===== config.mk =====
export PLATFORM = sky130hd
export DESIGN_NAME = hp_host_port
export DESIGN_NICKNAME = d
export VERILOG_FILES = /design/src/rtl/hp_bit_sync.v /design/src/rtl/hp_irq_regs.v /design/src/rtl/hp_host_port.v
export VERILOG_INCLUDE_DIRS = /design/src /design/src/rtl
export SDC_FILE = /design/constraint.sdc
export NUM_CORES = 1
export LEC_CHECK = 0
export ABC_CLOCK_PERIOD_IN_PS = 1900
export BUFFER_PORTS_ARGS = -buffer_cell sky130_fd_sc_hd__buf_2
export CORE_AREA = 2 2 130 100
export CTS_BUF_LIST = sky130_fd_sc_hd__clkbuf_4
export CTS_CLUSTER_DIAMETER = 30
export DETAILED_ROUTE_END_ITERATION = 12
export DIE_AREA = 0 0 132 102
export GPL_ROUTABILITY_DRIVEN = 0
export PLACE_DENSITY = 0.8
export SETUP_SLACK_MARGIN = 0.5
export SLEW_MARGIN = 20
export SYNTH_ARGS = -nofsm -noshare
export SYNTH_HDL_FRONTEND = slang
export SYNTH_SLANG_ARGS = --single-unit

===== constraint.sdc =====
create_clock -name sys_clk -period 1.9 [get_ports sys_clk]
set_input_delay 0.19 -clock sys_clk [delete_from_list [all_inputs] [get_ports sys_clk]]
set_output_delay 0.19 -clock sys_clk [all_outputs]
set_load 0.05 [all_outputs]

===== src/rtl/hp_consts.vh =====
// Function
// The host reads the three receive bytes only after the receive full flag shows data, by polling or by interrupt.
// The host writes the three transmit bytes only while the transmit empty flag is set.
// The device moves the three host transmit bytes into its dsp-side receive word.
// The device drives the host-visible status bits from its own logic, readable by the host at any time.
// The host tolerates a transient status value on one read and trusts the next poll.
// A host read held long enough, with enough spacing between reads, returns a stable status value.
// The host reads the two dsp-to-host flags twice for consensus when it treats them as a code.
// The host changes the command vector only while the command request bit is clear.
// The host may cancel a pending command by clearing the command request bit before recognition.
// The device may still take the command after the host has cleared the command request bit.
// The host never changes the command vector in the write that clears the command request bit.
// The device synchronizes each host-written status bit into its own clock domain one bit at a time.
// The device recognises a synchronized command, captures its vector and clears the command request bit.
`ifndef HP_CONSTS_VH
`define HP_CONSTS_VH

// host side byte addresses
`define HP_HA_CTRL        3'h0
`define HP_HA_CMD         3'h1
`define HP_HA_STATUS      3'h2
`define HP_HA_BYTE_HIGH   3'h5
`define HP_HA_BYTE_MIDDLE 3'h6
`define HP_HA_BYTE_LOW    3'h7

// host control byte fields
`define HP_CTRL_RX_REQ_EN 0
`define HP_CTRL_TX_REQ_EN 1
`define HP_CTRL_FLAG_A    3
`define HP_CTRL_FLAG_B    4
`define HP_CTRL_DMA       5
`define HP_CTRL_MASK      8'h3B

// host command byte fields
`define HP_CMD_BIT        7
`define HP_VEC_W          5

// dsp side register addresses
`define HP_DA_RX_WORD     3'h0
`define HP_DA_TX_WORD     3'h1
`define HP_DA_STATUS      3'h2
`define HP_DA_FLAGS       3'h3
`define HP_DA_VECTOR      3'h4
`define HP_DA_IRQ_STATUS  3'h5
`define HP_DA_IRQ_CLEAR   3'h6
`define HP_DA_IRQ_ENABLE  3'h7

// interrupt events
`define HP_EV_RX_FULL     0
`define HP_EV_TX_EMPTY    1
`define HP_EV_COMMAND     2
`define HP_EV_COUNT       3

// synchronizer depth and host-written bits crossing it
`define HP_SYNC_STAGES    2
`define HP_SYNC_BITS      6

`endif


===== src/rtl/hp_bit_sync.v =====
`timescale 1ns/100ps
// one two-stage synchronizer per bit, no bit depends on another
module hp_bit_sync #(
  parameter WIDTH = 6
) (
  input  wire             sys_clk,
  input  wire             rst_n,
  input  wire [WIDTH-1:0] async_in,
  output wire [WIDTH-1:0] sync_out
);

  genvar i;
  generate
    for (i = 0; i < WIDTH; i = i + 1) begin : g_bit
      reg meta_reg;
      reg safe_reg;
      // first stage feeds only the second stage
      always @(posedge sys_clk or negedge rst_n) begin
        if (!rst_n) begin
          meta_reg <= 1'b0;
          safe_reg <= 1'b0;
        end else begin
          meta_reg <= async_in[i];
          safe_reg <= meta_reg;
        end
      end
      assign sync_out[i] = safe_reg;
    end
  endgenerate

endmodule


===== src/rtl/hp_irq_regs.v =====
`timescale 1ns/100ps
// sticky event bits, write-one-to-clear, enable mask, one level output
module hp_irq_regs #(
  parameter N = 3
) (
  input  wire         sys_clk,
  input  wire         rst_n,
  input  wire [N-1:0] event_pulse,
  input  wire         clear_wr,
  input  wire         enable_wr,
  input  wire [N-1:0] wr_data,
  output wire [N-1:0] status_out,
  output reg  [N-1:0] enable_reg,
  output wire         irq
);

  reg [N-1:0] status_reg;

  genvar i;
  generate
    for (i = 0; i < N; i = i + 1) begin : g_ev
      // set wins over a clear in the same cycle, so no event is lost
      always @(posedge sys_clk or negedge rst_n) begin
        if (!rst_n) begin
          status_reg[i] <= 1'b0;
        end else if (event_pulse[i]) begin
          status_reg[i] <= 1'b1;
        end else if (clear_wr && wr_data[i]) begin
          status_reg[i] <= 1'b0;
        end
      end
    end
  endgenerate

  // enable mask
  always @(posedge sys_clk or negedge rst_n) begin
    if (!rst_n) begin
      enable_reg <= {N{1'b0}};
    end else if (enable_wr) begin
      enable_reg <= wr_data;
    end
  end

  assign status_out = status_reg;
  assign irq        = |(status_reg & enable_reg);

endmodule


===== src/rtl/hp_host_port.v =====
// Chosen here: the strobed register port and the register addresses.
`timescale 1ns/100ps
`include "hp_consts.vh"
// parallel host port: byte-wide host side, word-wide dsp side
module hp_host_port #(
  parameter WORD_W = 24
) (
  input  wire              sys_clk,
  input  wire              rst_n,
  // host pins, sampled as synchronous inputs
  input  wire              port_enable_strobe_n,
  input  wire              host_rw,
  input  wire [2:0]        host_addr,
  input  wire [7:0]        host_data_in,
  output reg  [7:0]        host_data_out,
  output wire              host_data_oe,
  output wire              port_request_line_n,
  // dsp register port
  input  wire [2:0]        dsp_addr,
  input  wire [WORD_W-1:0] dsp_wdata,
  input  wire              dsp_wr,
  input  wire              dsp_rd,
  output reg  [WORD_W-1:0] dsp_rdata,
  output reg               command_taken,
  output wire              irq
);

  // host access tracking
  reg                    strobe_q_reg;
  reg                    rw_q_reg;
  reg  [2:0]             addr_q_reg;
  reg  [7:0]             din_q_reg;
  // host-visible registers
  reg  [7:0]             ctrl_reg;
  reg                    command_request_bit;
  reg  [`HP_VEC_W-1:0]   command_vector;
  reg  [7:0]             transmit_byte_high;
  reg  [7:0]             transmit_byte_middle;
  reg  [7:0]             transmit_byte_low;
  reg  [7:0]             receive_byte_high;
  reg  [7:0]             receive_byte_middle;
  reg  [7:0]             receive_byte_low;
  reg                    receive_full_flag;
  reg                    transmit_empty_flag;
  // dsp side state
  reg  [WORD_W-1:0]      dsp_side_receive_word;
  reg                    dsp_side_receive_full;
  reg  [WORD_W-1:0]      dsp_tx_word_reg;
  reg                    dsp_tx_pending_reg;
  reg                    dsp_to_host_flag_a;
  reg                    dsp_to_host_flag_b;
  reg  [`HP_VEC_W-1:0]   vector_cap_reg;
  reg                    cmd_seen_reg;

  wire                   host_active;
  wire                   host_write_done;
  wire                   host_read_done;
  wire                   host_read_start;
  wire                   to_dsp_move;
  wire                   to_host_move;
  wire                   cmd_recognise;
  wire                   transmitter_ready_flag;
  wire                   request_active;
  wire                   dsp_side_transmit_empty;
  wire [`HP_SYNC_BITS-1:0] host_bits;
  wire [`HP_SYNC_BITS-1:0] host_bits_sync;
  wire                   dma_sync;
  wire                   host_to_dsp_flag_b;
  wire                   host_to_dsp_flag_a;
  wire                   command_pending_flag;
  wire                   host_tx_empty_sync;
  wire                   host_rx_full_sync;
  wire [`HP_EV_COUNT-1:0] events;
  wire [`HP_EV_COUNT-1:0] irq_status;
  wire [`HP_EV_COUNT-1:0] irq_enable;
  wire                   wr_irq_clear;
  wire                   wr_irq_enable;
  reg  [7:0]             host_read_mux;

  // previous-cycle copy of the host pins for edge detection
  always @(posedge sys_clk or negedge rst_n) begin
    if (!rst_n) begin
      strobe_q_reg <= 1'b1;
      rw_q_reg     <= 1'b1;
      addr_q_reg   <= 3'h0;
      din_q_reg    <= 8'h00;
    end else begin
      strobe_q_reg <= port_enable_strobe_n;
      rw_q_reg     <= host_rw;
      addr_q_reg   <= host_addr;
      din_q_reg    <= host_data_in;
    end
  end

  // writes land at strobe release, where host data is set up
  assign host_active     = !port_enable_strobe_n;
  assign host_read_start = host_active && strobe_q_reg && host_rw;
  assign host_write_done = !strobe_q_reg && port_enable_strobe_n && !rw_q_reg;
  assign host_read_done  = !strobe_q_reg && port_enable_strobe_n && rw_q_reg;

  // host to dsp word move and dsp to host word move
  assign to_dsp_move   = !transmit_empty_flag && !dsp_side_receive_full;
  assign to_host_move  = dsp_tx_pending_reg && !receive_full_flag;
  assign cmd_recognise = command_pending_flag && !cmd_seen_reg;

  // status seen by the host, all from device flops
  assign transmitter_ready_flag  = transmit_empty_flag && !dsp_side_receive_full;
  assign request_active = (ctrl_reg[`HP_CTRL_RX_REQ_EN] && receive_full_flag) ||
                          (ctrl_reg[`HP_CTRL_TX_REQ_EN] && transmit_empty_flag);
  assign port_request_line_n     = !request_active;
  assign dsp_side_transmit_empty = !dsp_tx_pending_reg;

  // host control byte and dsp-to-host flags are plain storage
  always @(posedge sys_clk or negedge rst_n) begin
    if (!rst_n) begin
      ctrl_reg <= 8'h00;
    end else if (host_write_done && addr_q_reg == `HP_HA_CTRL) begin
      ctrl_reg <= din_q_reg & `HP_CTRL_MASK;
    end
  end

  // command byte: a host write setting the bit beats the device clear
  always @(posedge sys_clk or negedge rst_n) begin
    if (!rst_n) begin
      command_request_bit <= 1'b0;
      command_vector      <= {`HP_VEC_W{1'b0}};
    end else if (host_write_done && addr_q_reg == `HP_HA_CMD) begin
      command_request_bit <= din_q_reg[`HP_CMD_BIT];
      command_vector      <= din_q_reg[`HP_VEC_W-1:0];
    end else if (cmd_recognise) begin
      command_request_bit <= 1'b0;
    end
  end

  // transmit bytes; the low byte completes the word
  always @(posedge sys_clk or negedge rst_n) begin
    if (!rst_n) begin
      transmit_byte_high   <= 8'h00;
      transmit_byte_middle <= 8'h00;
      transmit_byte_low    <= 8'h00;
      transmit_empty_flag  <= 1'b1;
    end else begin
      if (to_dsp_move) begin
        transmit_empty_flag <= 1'b1;
      end
      if (host_write_done) begin
        case (addr_q_reg)
          `HP_HA_BYTE_HIGH: begin
            transmit_byte_high <= din_q_reg;
          end
          `HP_HA_BYTE_MIDDLE: begin
            transmit_byte_middle <= din_q_reg;
          end
          `HP_HA_BYTE_LOW: begin
            transmit_byte_low   <= din_q_reg;
            transmit_empty_flag <= 1'b0;
          end
          default: begin
          end
        endcase
      end
    end
  end

  // receive bytes; a host read of the low byte frees them
  always @(posedge sys_clk or negedge rst_n) begin
    if (!rst_n) begin
      receive_byte_high   <= 8'h00;
      receive_byte_middle <= 8'h00;
      receive_byte_low    <= 8'h00;
      receive_full_flag   <= 1'b0;
    end else begin
      if (host_read_done && addr_q_reg == `HP_HA_BYTE_LOW) begin
        receive_full_flag <= 1'b0;
      end
      if (to_host_move) begin
        receive_byte_high   <= dsp_tx_word_reg[23:16];
        receive_byte_middle <= dsp_tx_word_reg[15:8];
        receive_byte_low    <= dsp_tx_word_reg[7:0];
        receive_full_flag   <= 1'b1;
      end
    end
  end

  // host read data: the whole access sees one snapshot
  always @* begin
    case (host_addr)
      `HP_HA_CTRL: begin
        host_read_mux = ctrl_reg;
      end
      `HP_HA_CMD: begin
        host_read_mux = {command_request_bit, 2'b00, command_vector};
      end
      `HP_HA_STATUS: begin
        host_read_mux = {request_active, ctrl_reg[`HP_CTRL_DMA], 1'b0, dsp_to_host_flag_b,
                         dsp_to_host_flag_a, transmitter_ready_flag, transmit_empty_flag,
                         receive_full_flag};
      end
      `HP_HA_BYTE_HIGH: begin
        host_read_mux = receive_byte_high;
      end
      `HP_HA_BYTE_MIDDLE: begin
        host_read_mux = receive_byte_middle;
      end
      `HP_HA_BYTE_LOW: begin
        host_read_mux = receive_byte_low;
      end
      default: begin
        host_read_mux = 8'h00;
      end
    endcase
  end

  // captured at strobe assertion and held, so flags never tear mid-read
  always @(posedge sys_clk or negedge rst_n) begin
    if (!rst_n) begin
      host_data_out <= 8'h00;
    end else if (host_read_start) begin
      host_data_out <= host_read_mux;
    end
  end

  // drive only after the snapshot is in place
  assign host_data_oe = host_active && !strobe_q_reg && rw_q_reg && host_rw;

  // each of the six bits listed here crosses on its own synchronizer; the vector and request enables do not
  assign host_bits = {ctrl_reg[`HP_CTRL_DMA], ctrl_reg[`HP_CTRL_FLAG_B], ctrl_reg[`HP_CTRL_FLAG_A],
                      command_request_bit, transmit_empty_flag, receive_full_flag};

  hp_bit_sync #(
    .WIDTH (`HP_SYNC_BITS)
  ) u_sync (
    .sys_clk  (sys_clk),
    .rst_n    (rst_n),
    .async_in (host_bits),
    .sync_out (host_bits_sync)
  );

  assign dma_sync             = host_bits_sync[5];
  assign host_to_dsp_flag_b   = host_bits_sync[4];
  assign host_to_dsp_flag_a   = host_bits_sync[3];
  assign command_pending_flag = host_bits_sync[2];
  assign host_tx_empty_sync   = host_bits_sync[1];
  assign host_rx_full_sync    = host_bits_sync[0];

  // dsp receive word; a dsp read frees it for the next host word
  always @(posedge sys_clk or negedge rst_n) begin
    if (!rst_n) begin
      dsp_side_receive_word <= {WORD_W{1'b0}};
      dsp_side_receive_full <= 1'b0;
    end else begin
      if (dsp_rd && dsp_addr == `HP_DA_RX_WORD) begin
        dsp_side_receive_full <= 1'b0;
      end
      if (to_dsp_move) begin
        dsp_side_receive_word <= {transmit_byte_high, transmit_byte_middle, transmit_byte_low};
        dsp_side_receive_full <= 1'b1;
      end
    end
  end

  // dsp transmit word and flags toward the host
  always @(posedge sys_clk or negedge rst_n) begin
    if (!rst_n) begin
      dsp_tx_word_reg    <= {WORD_W{1'b0}};
      dsp_tx_pending_reg <= 1'b0;
      dsp_to_host_flag_a <= 1'b0;
      dsp_to_host_flag_b <= 1'b0;
    end else begin
      if (to_host_move) begin
        dsp_tx_pending_reg <= 1'b0;
      end
      if (dsp_wr && dsp_addr == `HP_DA_TX_WORD) begin
        dsp_tx_word_reg    <= dsp_wdata;
        dsp_tx_pending_reg <= 1'b1;
      end
      if (dsp_wr && dsp_addr == `HP_DA_FLAGS) begin
        dsp_to_host_flag_a <= dsp_wdata[0];
        dsp_to_host_flag_b <= dsp_wdata[1];
      end
    end
  end

  // late recognition is allowed: the synced bit lags a host cancel
  always @(posedge sys_clk or negedge rst_n) begin
    if (!rst_n) begin
      cmd_seen_reg   <= 1'b0;
      vector_cap_reg <= {`HP_VEC_W{1'b0}};
      command_taken  <= 1'b0;
    end else begin
      cmd_seen_reg  <= command_pending_flag;
      command_taken <= cmd_recognise;
      if (cmd_recognise) begin
        vector_cap_reg <= command_vector;
      end
    end
  end

  // interrupt events toward dsp software
  assign events[`HP_EV_RX_FULL]  = to_dsp_move;
  assign events[`HP_EV_TX_EMPTY] = to_host_move;
  assign events[`HP_EV_COMMAND]  = cmd_recognise;
  assign wr_irq_clear  = dsp_wr && dsp_addr == `HP_DA_IRQ_CLEAR;
  assign wr_irq_enable = dsp_wr && dsp_addr == `HP_DA_IRQ_ENABLE;

  hp_irq_regs #(
    .N (`HP_EV_COUNT)
  ) u_irq (
    .sys_clk     (sys_clk),
    .rst_n       (rst_n),
    .event_pulse (events),
    .clear_wr    (wr_irq_clear),
    .enable_wr   (wr_irq_enable),
    .wr_data     (dsp_wdata[`HP_EV_COUNT-1:0]),
    .status_out  (irq_status),
    .enable_reg  (irq_enable),
    .irq         (irq)
  );

  // dsp read data, one cycle after the read strobe
  always @(posedge sys_clk or negedge rst_n) begin
    if (!rst_n) begin
      dsp_rdata <= {WORD_W{1'b0}};
    end else if (dsp_rd) begin
      case (dsp_addr)
        `HP_DA_RX_WORD: begin
          dsp_rdata <= dsp_side_receive_word;
        end
        `HP_DA_STATUS: begin
          dsp_rdata <= {{(WORD_W-8){1'b0}}, host_rx_full_sync, host_tx_empty_sync,
                        command_pending_flag, dma_sync, host_to_dsp_flag_b, host_to_dsp_flag_a,
                        dsp_side_transmit_empty, dsp_side_receive_full};
        end
        `HP_DA_FLAGS: begin
          dsp_rdata <= {{(WORD_W-2){1'b0}}, dsp_to_host_flag_b, dsp_to_host_flag_a};
        end
        `HP_DA_VECTOR: begin
          dsp_rdata <= {{(WORD_W-`HP_VEC_W){1'b0}}, vector_cap_reg};
        end
        `HP_DA_IRQ_STATUS: begin
          dsp_rdata <= {{(WORD_W-`HP_EV_COUNT){1'b0}}, irq_status};
        end
        `HP_DA_IRQ_ENABLE: begin
          dsp_rdata <= {{(WORD_W-`HP_EV_COUNT){1'b0}}, irq_enable};
        end
        default: begin
          dsp_rdata <= {WORD_W{1'b0}};
        end
      endcase
    end
  end

endmodule


-- Word-level counts from Yosys, hierarchy flattened
Index checks and enable logic that the tools add are counted.
- flip-flop bits (word level): 183
- input bits: 44
- output and inout bits: 36
- logic and storage cells: 127
- equality and inequality tests: 16
- multiplexer cells: 19
- bitwise logic cells: 1
- reduce and logical (&&, ||, !) cells: 49
- operators with widths (cell ; number):
    24-bit one-hot mux with 6 select lines ; 1
    8-bit one-hot mux with 6 select lines ; 1
    3-bit == test (second input constant) ; 10
    1-bit logical AND ; 25
    1-bit 2-to-1 mux ; 17
    2-bit nonzero test ; 7
    3-bit by 1-bit == test with 1-bit output (second input constant) ; 3
    3-bit by 2-bit == test with 1-bit output (second input constant) ; 3
    1-bit zero test ; 9
    3-bit zero test ; 3
    2-bit AND reduction ; 3
    3-bit bitwise AND ; 1
    3-bit OR reduction ; 1
    1-bit logical OR ; 1

-- Logic depth before layout (Yosys ltp)
Gate-level depths: netlist of the first run.
- depth in word-level cells: 6
- depth in mapped cells: 6
- mapped depth without buffers: 4

-- Modules after synthesis
A second synthesis of the first run with hierarchy kept.
- cells, all modules: 534
- area, all modules: 7379.6 µm²
- modules (own cells, without submodules) (module ; instances ; cells each ; area each (µm²) ; seq. area each (µm²)):
    hp_host_port ; 1 ; 499 ; 6801.5 ; 4132.7
    hp_bit_sync ; 1 ; 18 ; 345.3 ; 300.3
    hp_irq_regs ; 1 ; 17 ; 232.7 ; 150.1

-- Worst setup path after synthesis of the first run
OpenSTA, ideal clock, no wires.
- path kind: register to output
- start point: reg rw_q_reg
- end point: out host_data_oe
- data arrival time: 2.284 ns
- required time: 1.710 ns
- setup slack: -0.574 ns
- stages on the path, launching flop included: 3
- buffers on the path: 0
- cells stage by stage: dfstp_2 inv_1 nor4b_1
- word-level cells in the longest chain between the ends: 2
- ends and longest elaborated chain (item ; RTL line ; RTL):
    start: declaration ; hp_host_port.v:30 ; reg rw_q_reg;
    start signal: assignment ; hp_host_port.v:89 ; rw_q_reg <= host_rw;
    1-bit logical AND (2 in series) ; hp_host_port.v:224 ; assign host_data_oe = host_active && !strobe_q_reg && rw_q_reg && host_rw;
    end: declaration ; hp_host_port.v:16 ; output wire host_data_oe,
Every way passes these cells.

-- Final worst setup path of the first run
- start point: reg rw_q_reg
- end point: reg transmit_byte_middle[5]
- word-level cells in the longest chain between the ends: 3
- ends and longest elaborated chain (item ; RTL line ; RTL):
    1-bit zero test ; hp_host_port.v:98 ; assign host_write_done = !strobe_q_reg && port_enable_strobe_n && !rw_q_reg;
    1-bit logical AND ; hp_host_port.v:98 ;
    2-bit AND reduction (no source line) ; - ;
    end signal: assignment ; hp_host_port.v:152 ; transmit_byte_middle <= din_q_reg;
    end: declaration ; hp_host_port.v:38 ; reg [7:0] transmit_byte_middle;
Every way passes these cells.
A chain may end at the register's enable or synchronous reset.

==> results.toml, run 1 <==
[synthesis]
ys_ff_latch = 183
ys_async_sr_fraction_pct = 100.0
synth_cell_types = 47
synth_top_family_by_area = "multiplexers"
yosysSeqAreaShare_pct = 63.96
synth_ff_type = "dfrtp_1"
syn-cell-area_sq_um = 7166
synth_xor_xnor_area_share_pct = 0
synthCells = 481
synthAdderAreaFrac_pct = 0
synth.area.mux_share_pct = 21.13
yosysWarnings = 0
synth-edff-count = 0
synth_nets = 525
yosys.area_share.simple_pct = 4.924
syn_avg_cell_area_sq_um = 14.90
synth_compound_area_share_pct = 8.067

[place]
hpwl_um = 10040
io_buffers = 79
dpl-instance-area_sq_um = 7909
dp_slack_ps = 206.9

[die]
die_x_um = 132
die_h_um = 102
dieArea_sq_um = 13460
ios = 80
core-area_sq_um = 12130
start_util_pct = 59.07
rows = 35

[hold_path]
hold_end = "dsp_to_host_flag_b"
hold_class = "input pin to flop"
hold_depth = 3
min_from = "dsp_wr"

[pwr]
p_comb_share_pct = 26.2
leakagePower_uw = 0.004598
power_density_nw_per_um2 = 1145
irDropWorstVdd_mv = 0.5608
pwr-share-clk_pct = 23.1
p_int_uw = 7638
power_frac_seq_pct = 50.6
switchingPower_uw = 3368
sw_frac_of_total_pct = 30.60

[outcome]
status = "complete, no violations"

[clock_tree]
cts_sinks = 183
clk_pin_slew_ps = 150
insertion_delay_ps = 560
clock_path_buffers = 2
cts_inserted_buffers = 17
clock-root-buffer = "clkbuf_4"
htreeDepth = 4
cts_tree = "done"

[final_layout]
stdcell_area_sq_um = 9614
drive_gt1_share_pct = 47.53
final_nets = 701
layout_commonest_cell = "dfrtp_1"
final_cell_mix = "dfrtp_1, mux2_2, mux2_4"
area_growth_pct = 34.17
final_util_pct = 79.26
antennaDiodeCount = 0
n_fill_cell = 603

[worst_setup_path]
slowest_stage = "or4b_4"
critPathMaxFanout = 5
cpPeakStageDelay_ps = 580
rr_endpoint = "transmit_byte_middle[5]"
r2r_cells = 5
r2r_setup_slack_ps = 90
cp_common_cell = "buf_6"
arrival_ps = 2250
crit-reg2reg-launch = "rw_q_reg"
endpoint_kind = "flop"
setup.worst_path.start_class = "flop"
worstPathCellList = "buf_6, buf_6, or4b_4, buf_8, mux2_4"
cp.required_ps = 2340
path_class = "flop to flop"

[global_routing]
grt_max_degree = 60
track_usage_pct = 25.30
antenna_found_initial = 0
grt_pass1_vias = 4724
grt_pass1_wl_um = 25580
gr-total-overflow = 0

[timing]
slew_headroom_pct = 66.57
setup_viol = 0
tns_ps = 0
rsz0062_at_grt = "yes"
finalHoldViolations = 0
max_freq_mhz = 552.4
drv_slew = 0
skew_ps = 24.53
worst_hold_slack_ps = 67.98
setup_slack_ps = 89.66
period_needed_ps = 1810
fin_crit_sh_pct = 95.28
worstMarginPinSlew_ps = 501.4

[routing]
postRouteAntennaNets = 0
via_count = 5013
avgRoutedWirePerCell_um = 23.56
first_pass_iters = 5
viasPerCell = 6.004
drt-initial-drc-count = 507
drc_errors = 0
routed_wl_um = 19670

[run]
max_cap_violations = 0
[synth_stat cells (all sizes together) (6+ instances only)]
cell type / number / area share, %
clkbuf: 6 / 0.31
mux2i: 17 / 2.4
dfrtp: 180 / 63
o21ai: 9 / 0.63
a22o: 25 / 3.1
inv: 6 / 0.31
a21oi: 6 / 0.42
mux2: 117 / 19
a22oi: 6 / 0.63
nand2: 16 / 0.84
nor2: 8 / 0.42
nor2b: 6 / 0.52
o2bb2ai: 7 / 0.86
buf: 18 / 1.3
[metal layers]
| metal | global-route usage, % | vias up | routed length [um] |
|---|---|---|---|
| li1 | - | 2120 | - |
| met1 | 36.56 | 2576 | 8058 |
| met2 | 39.06 | 269 | 9656 |
| met3 | 5.258 | 48 | 1488 |
| met4 | 8.528 | 0 | 469 |
| met5 | 0 | - | 0 |
[worst max path at each step]
| stage | from | endpoint | slack [ps] |
|---|---|---|---|
| after floorplan | strobe_q_reg | host_data_out[3] | 320 |
| after global placement | port_enable_strobe_n | transmit_byte_middle[3] | 270 |
| after detailed placement | port_enable_strobe_n | transmit_byte_middle[6] | 210 |
| after CTS | u_irq.status_out[1] | irq | 80 |
| after global routing | rw_q_reg | host_data_oe | 1 |
| final | rw_q_reg | transmit_byte_middle[5] | 90 |
[critical path, delay by kind of cell (launching register included)]
| family | cells | cell delay (ps) |
|---|---|---|
| simple gates | 1 | 580 |
| flops | 1 | 410 |
| buf+inv | 3 | 410 |
| mux | 1 | 300 |
[repair_timing]
item                                    4_1_cts  5_1_grt
hold buffers                                 38        0
endpoints found under the hold margin       226        0
pin swaps                                    12       11
endpoints found under the setup margin       83      112
resized for setup                            64      102
buffers inserted                             14       26
gates cloned                                  3        4
[per-stage QoR]
step / instances / power (uW)
4_1_cts: 805 / 10320
3_5_place_dp: 719 / 7604
3_3_place_gp: 719 / 7482
2_1_floorplan: 481 / 6873
5_1_grt: 835 / 11430
6_report: 835 / 11010
[area by class of cell]
| cell class | count | area [sq um] | area share (%) |
|---|---|---|---|
| Clock buffer | 19 | 142.6 | 1.484 |
| Tap cell | 166 | 207.7 | 2.160 |
| Multi-Input combinational cell | 268 | 2750 | 28.60 |
| Inverter | 6 | 22.52 | 0.2343 |
| Timing Repair Buffer | 181 | 1705 | 17.74 |
| Sequential cell | 183 | 4584 | 47.68 |
| Clock inverter | 12 | 201.4 | 2.095 |
[cells by family after synthesis]
family,after synthesis
AOI/OAI and AO/OA,74
muxes,134
DFF,183
buffers and inverters,30
and+or+nand+nor,60
[power by group through the flow]
| stage | clock network, uW | registers, uW | logic (uW) |
|---|---|---|---|
| 6_report | 2540 | 5570 | 2890 |
| 3_5_place_dp | 0 | 5520 | 2080 |
| 3_3_place_gp | 0 | 5490 | 1990 |
| 5_1_grt | 2740 | 5650 | 3040 |
| 2_1_floorplan | 0 | 5560 | 1310 |
| 4_1_cts | 2520 | 5450 | 2340 |
Power figures use the tool's default switching activity.
==> run 2: changes to the inputs <==
- CORE_AREA: 2 2 130 100 -> 2 2 140 108
- DIE_AREA: 0 0 132 102 -> 0 0 142 110
- PLACE_DENSITY: 0.8 -> 0.7
- TNS_END_PERCENT: default -> 1
==> run 2 against run 1 <==
Register-to-register slack better by 100 ps. Via count down 11%. Cell count down 3.6%. First-iteration DRC count down 26%. Clock-buffer cell count down 1. Total power down 8.3%. Critical path type is now flop to primary output. Largest cell class unchanged. Highest routed layer unchanged.
==> results.toml, run 2 (synthesis results as in run 1) <==
[routing]
routed_wl_um = 14780
viasPerCell = 5.530
drc_errors = 0
postRouteAntennaNets = 0
avgRoutedWirePerCell_um = 18.36
via_count = 4452
drt-initial-drc-count = 375
first_pass_iters = 5

[clock_tree]
cts_sinks = 183
clock-root-buffer = "clkbuf_4"
cts_inserted_buffers = 17
htreeDepth = 4
cts_tree = "done"
insertion_delay_ps = 560
clock_path_buffers = 2
clk_pin_slew_ps = 140

[die]
die_x_um = 142
start_util_pct = 50.40
core-area_sq_um = 14220
dieArea_sq_um = 15620
die_h_um = 110
ios = 80
rows = 38

[worst_setup_path]
crit-reg2reg-launch = "strobe_q_reg"
rr_endpoint = "host_data_out[3]"
endpoint_kind = "primary output"
arrival_ps = 1630
setup.worst_path.start_class = "flop"
cp.required_ps = 1710
critPathMaxFanout = 3
path_class = "flop to primary output"
endpoint = "irq"
r2r_setup_slack_ps = 190
worstPathCellList = "a222oi_1, inv_1, buf_4"
critPathLaunch = "u_irq.status_out[1]"
cpPeakStageDelay_ps = 440
r2r_cells = 4
slowest_stage = "dfrtp_1"

[pwr]
power_frac_seq_pct = 54.5
switchingPower_uw = 2976
leakagePower_uw = 0.004205
irDropWorstVdd_mv = 0.7864
p_int_uw = 7121
pwr-share-clk_pct = 22.9
p_comb_share_pct = 22.6
sw_frac_of_total_pct = 29.48
power_density_nw_per_um2 = 1127

[final_layout]
final_nets = 656
area_growth_pct = 25.07
layout_commonest_cell = "dfrtp_1"
antennaDiodeCount = 0
final_cell_mix = "dfrtp_1, mux2_2, buf_2"
stdcell_area_sq_um = 8962
drive_gt1_share_pct = 42.88
n_fill_cell = 1050

[timing]
finalHoldViolations = 0
fin_crit_sh_pct = 95.69
period_needed_ps = 1818
rsz0062_at_grt = "yes"
worstMarginPinSlew_ps = 758.3
setup_viol = 0
skew_ps = 17.44
setup_slack_ps = 81.90
max_freq_mhz = 550.0
slew_headroom_pct = 49.39
drv_slew = 0

[global_routing]
grt_max_degree = 60
antenna_found_initial = 0
track_usage_pct = 20.25
grt_pass1_vias = 4533
grt_pass1_wl_um = 24120
gr-total-overflow = 0

[run]
max_cap_violations = 0

[place]
dpl-instance-area_sq_um = 7909
io_buffers = 79
dp_slack_ps = 249.3
hpwl_um = 10120

[outcome]
status = "complete, no violations"

[hold_path]
hold_class = "input pin to flop"
-- run 2: cell count changes in the layout (fill, tap and decap cells not counted), moves of 3 or more --
| cell | change |
|---|---|
| buf_4 | -24 |
| buf_6 | -18 |
| clkinv_2 | +4 |
| mux2_2 | +36 |
| mux2_4 | -36 |
| nand2_2 | -3 |
-- run 2: what timing repair did --
| action | 4_1_cts | 5_1_grt |
|---|---|---|
| pin swaps | 2 | 15 |
| endpoints found under the hold margin | 145 | 0 |
| gates cloned | 0 | 0 |
| gates resized for setup | 5 | 131 |
| endpoints found under the setup margin | 81 | 110 |
| hold buffers | 39 | 0 |
| buffers inserted | 2 | 0 |
-- run 2: how the worst min path moves through the flow --
stage,startpoint,cells past startpoint,endpoint,slack (ps)
after floorplan,rst_n,0,addr_q_reg[0],-110
after global placement,rst_n,1,dsp_rdata[8],210
after detailed placement,rst_n,1,dsp_side_receive_word[8],210
after CTS,dsp_wr,3,dsp_to_host_flag_a,2
after global routing,dsp_wr,3,dsp_to_host_flag_a,20
final,dsp_wr,3,dsp_to_host_flag_a,50
-- run 2: layout make-up --
type / instances / area [sq um] / area share [%]
multi-input cells: 268 / 2581 / 28.80
clock inverters: 14 / 180.2 / 2.010
clock buffers: 18 / 135.1 / 1.508
inverters: 6 / 22.52 / 0.2513
flip-flops and latches: 183 / 4586 / 51.17
well taps: 180 / 225.2 / 2.513
repair buffers: 136 / 1232 / 13.75
-- run 2: critical path: cells and delay by family (launching register included) --
kind	cells	cell delay [ps]
flops	1	440
compound gates	1	370
buf+inv	2	260
-- run 2: power groups by stage --
stage	combinational, uW	clock [uW]	sequential [uW]
2_1_floorplan	1290	0	5560
3_3_place_gp	1980	0	5520
3_5_place_dp	2050	0	5550
4_1_cts	2140	2380	5470
5_1_grt	2460	2560	5630
6_report	2280	2310	5510
-- run 2: routing by layer --
layer  share of wire, %  track usage (%)  vias to the layer above  routed length [um]
li1                   -                -                     2031                   -
met1                 49            30.00                     2283                7170
met2                 45            30.16                      123                6673
met3                5.2            4.406                       15                 769
met4                1.1            6.429                        0                 164
met5                  0                0                        -                   0
-- run 2: through the flow --
stage / instances / util [%] / hold WS [ps] / setup TNS (ps) / total power, uW
after floorplan: 481 / - / -105.6 / 0 / 6850
after global placement: 732 / 55.63 / 205.2 / 0 / 7497
after detailed placement: 732 / 55.63 / 214.4 / 0 / 7606
after CTS: 805 / 60.78 / 1.656 / 0 / 9997
after global routing: 805 / 63.04 / 16.20 / -13.47 / 10650
final: 805 / 63.04 / 53.09 / 0 / 10100
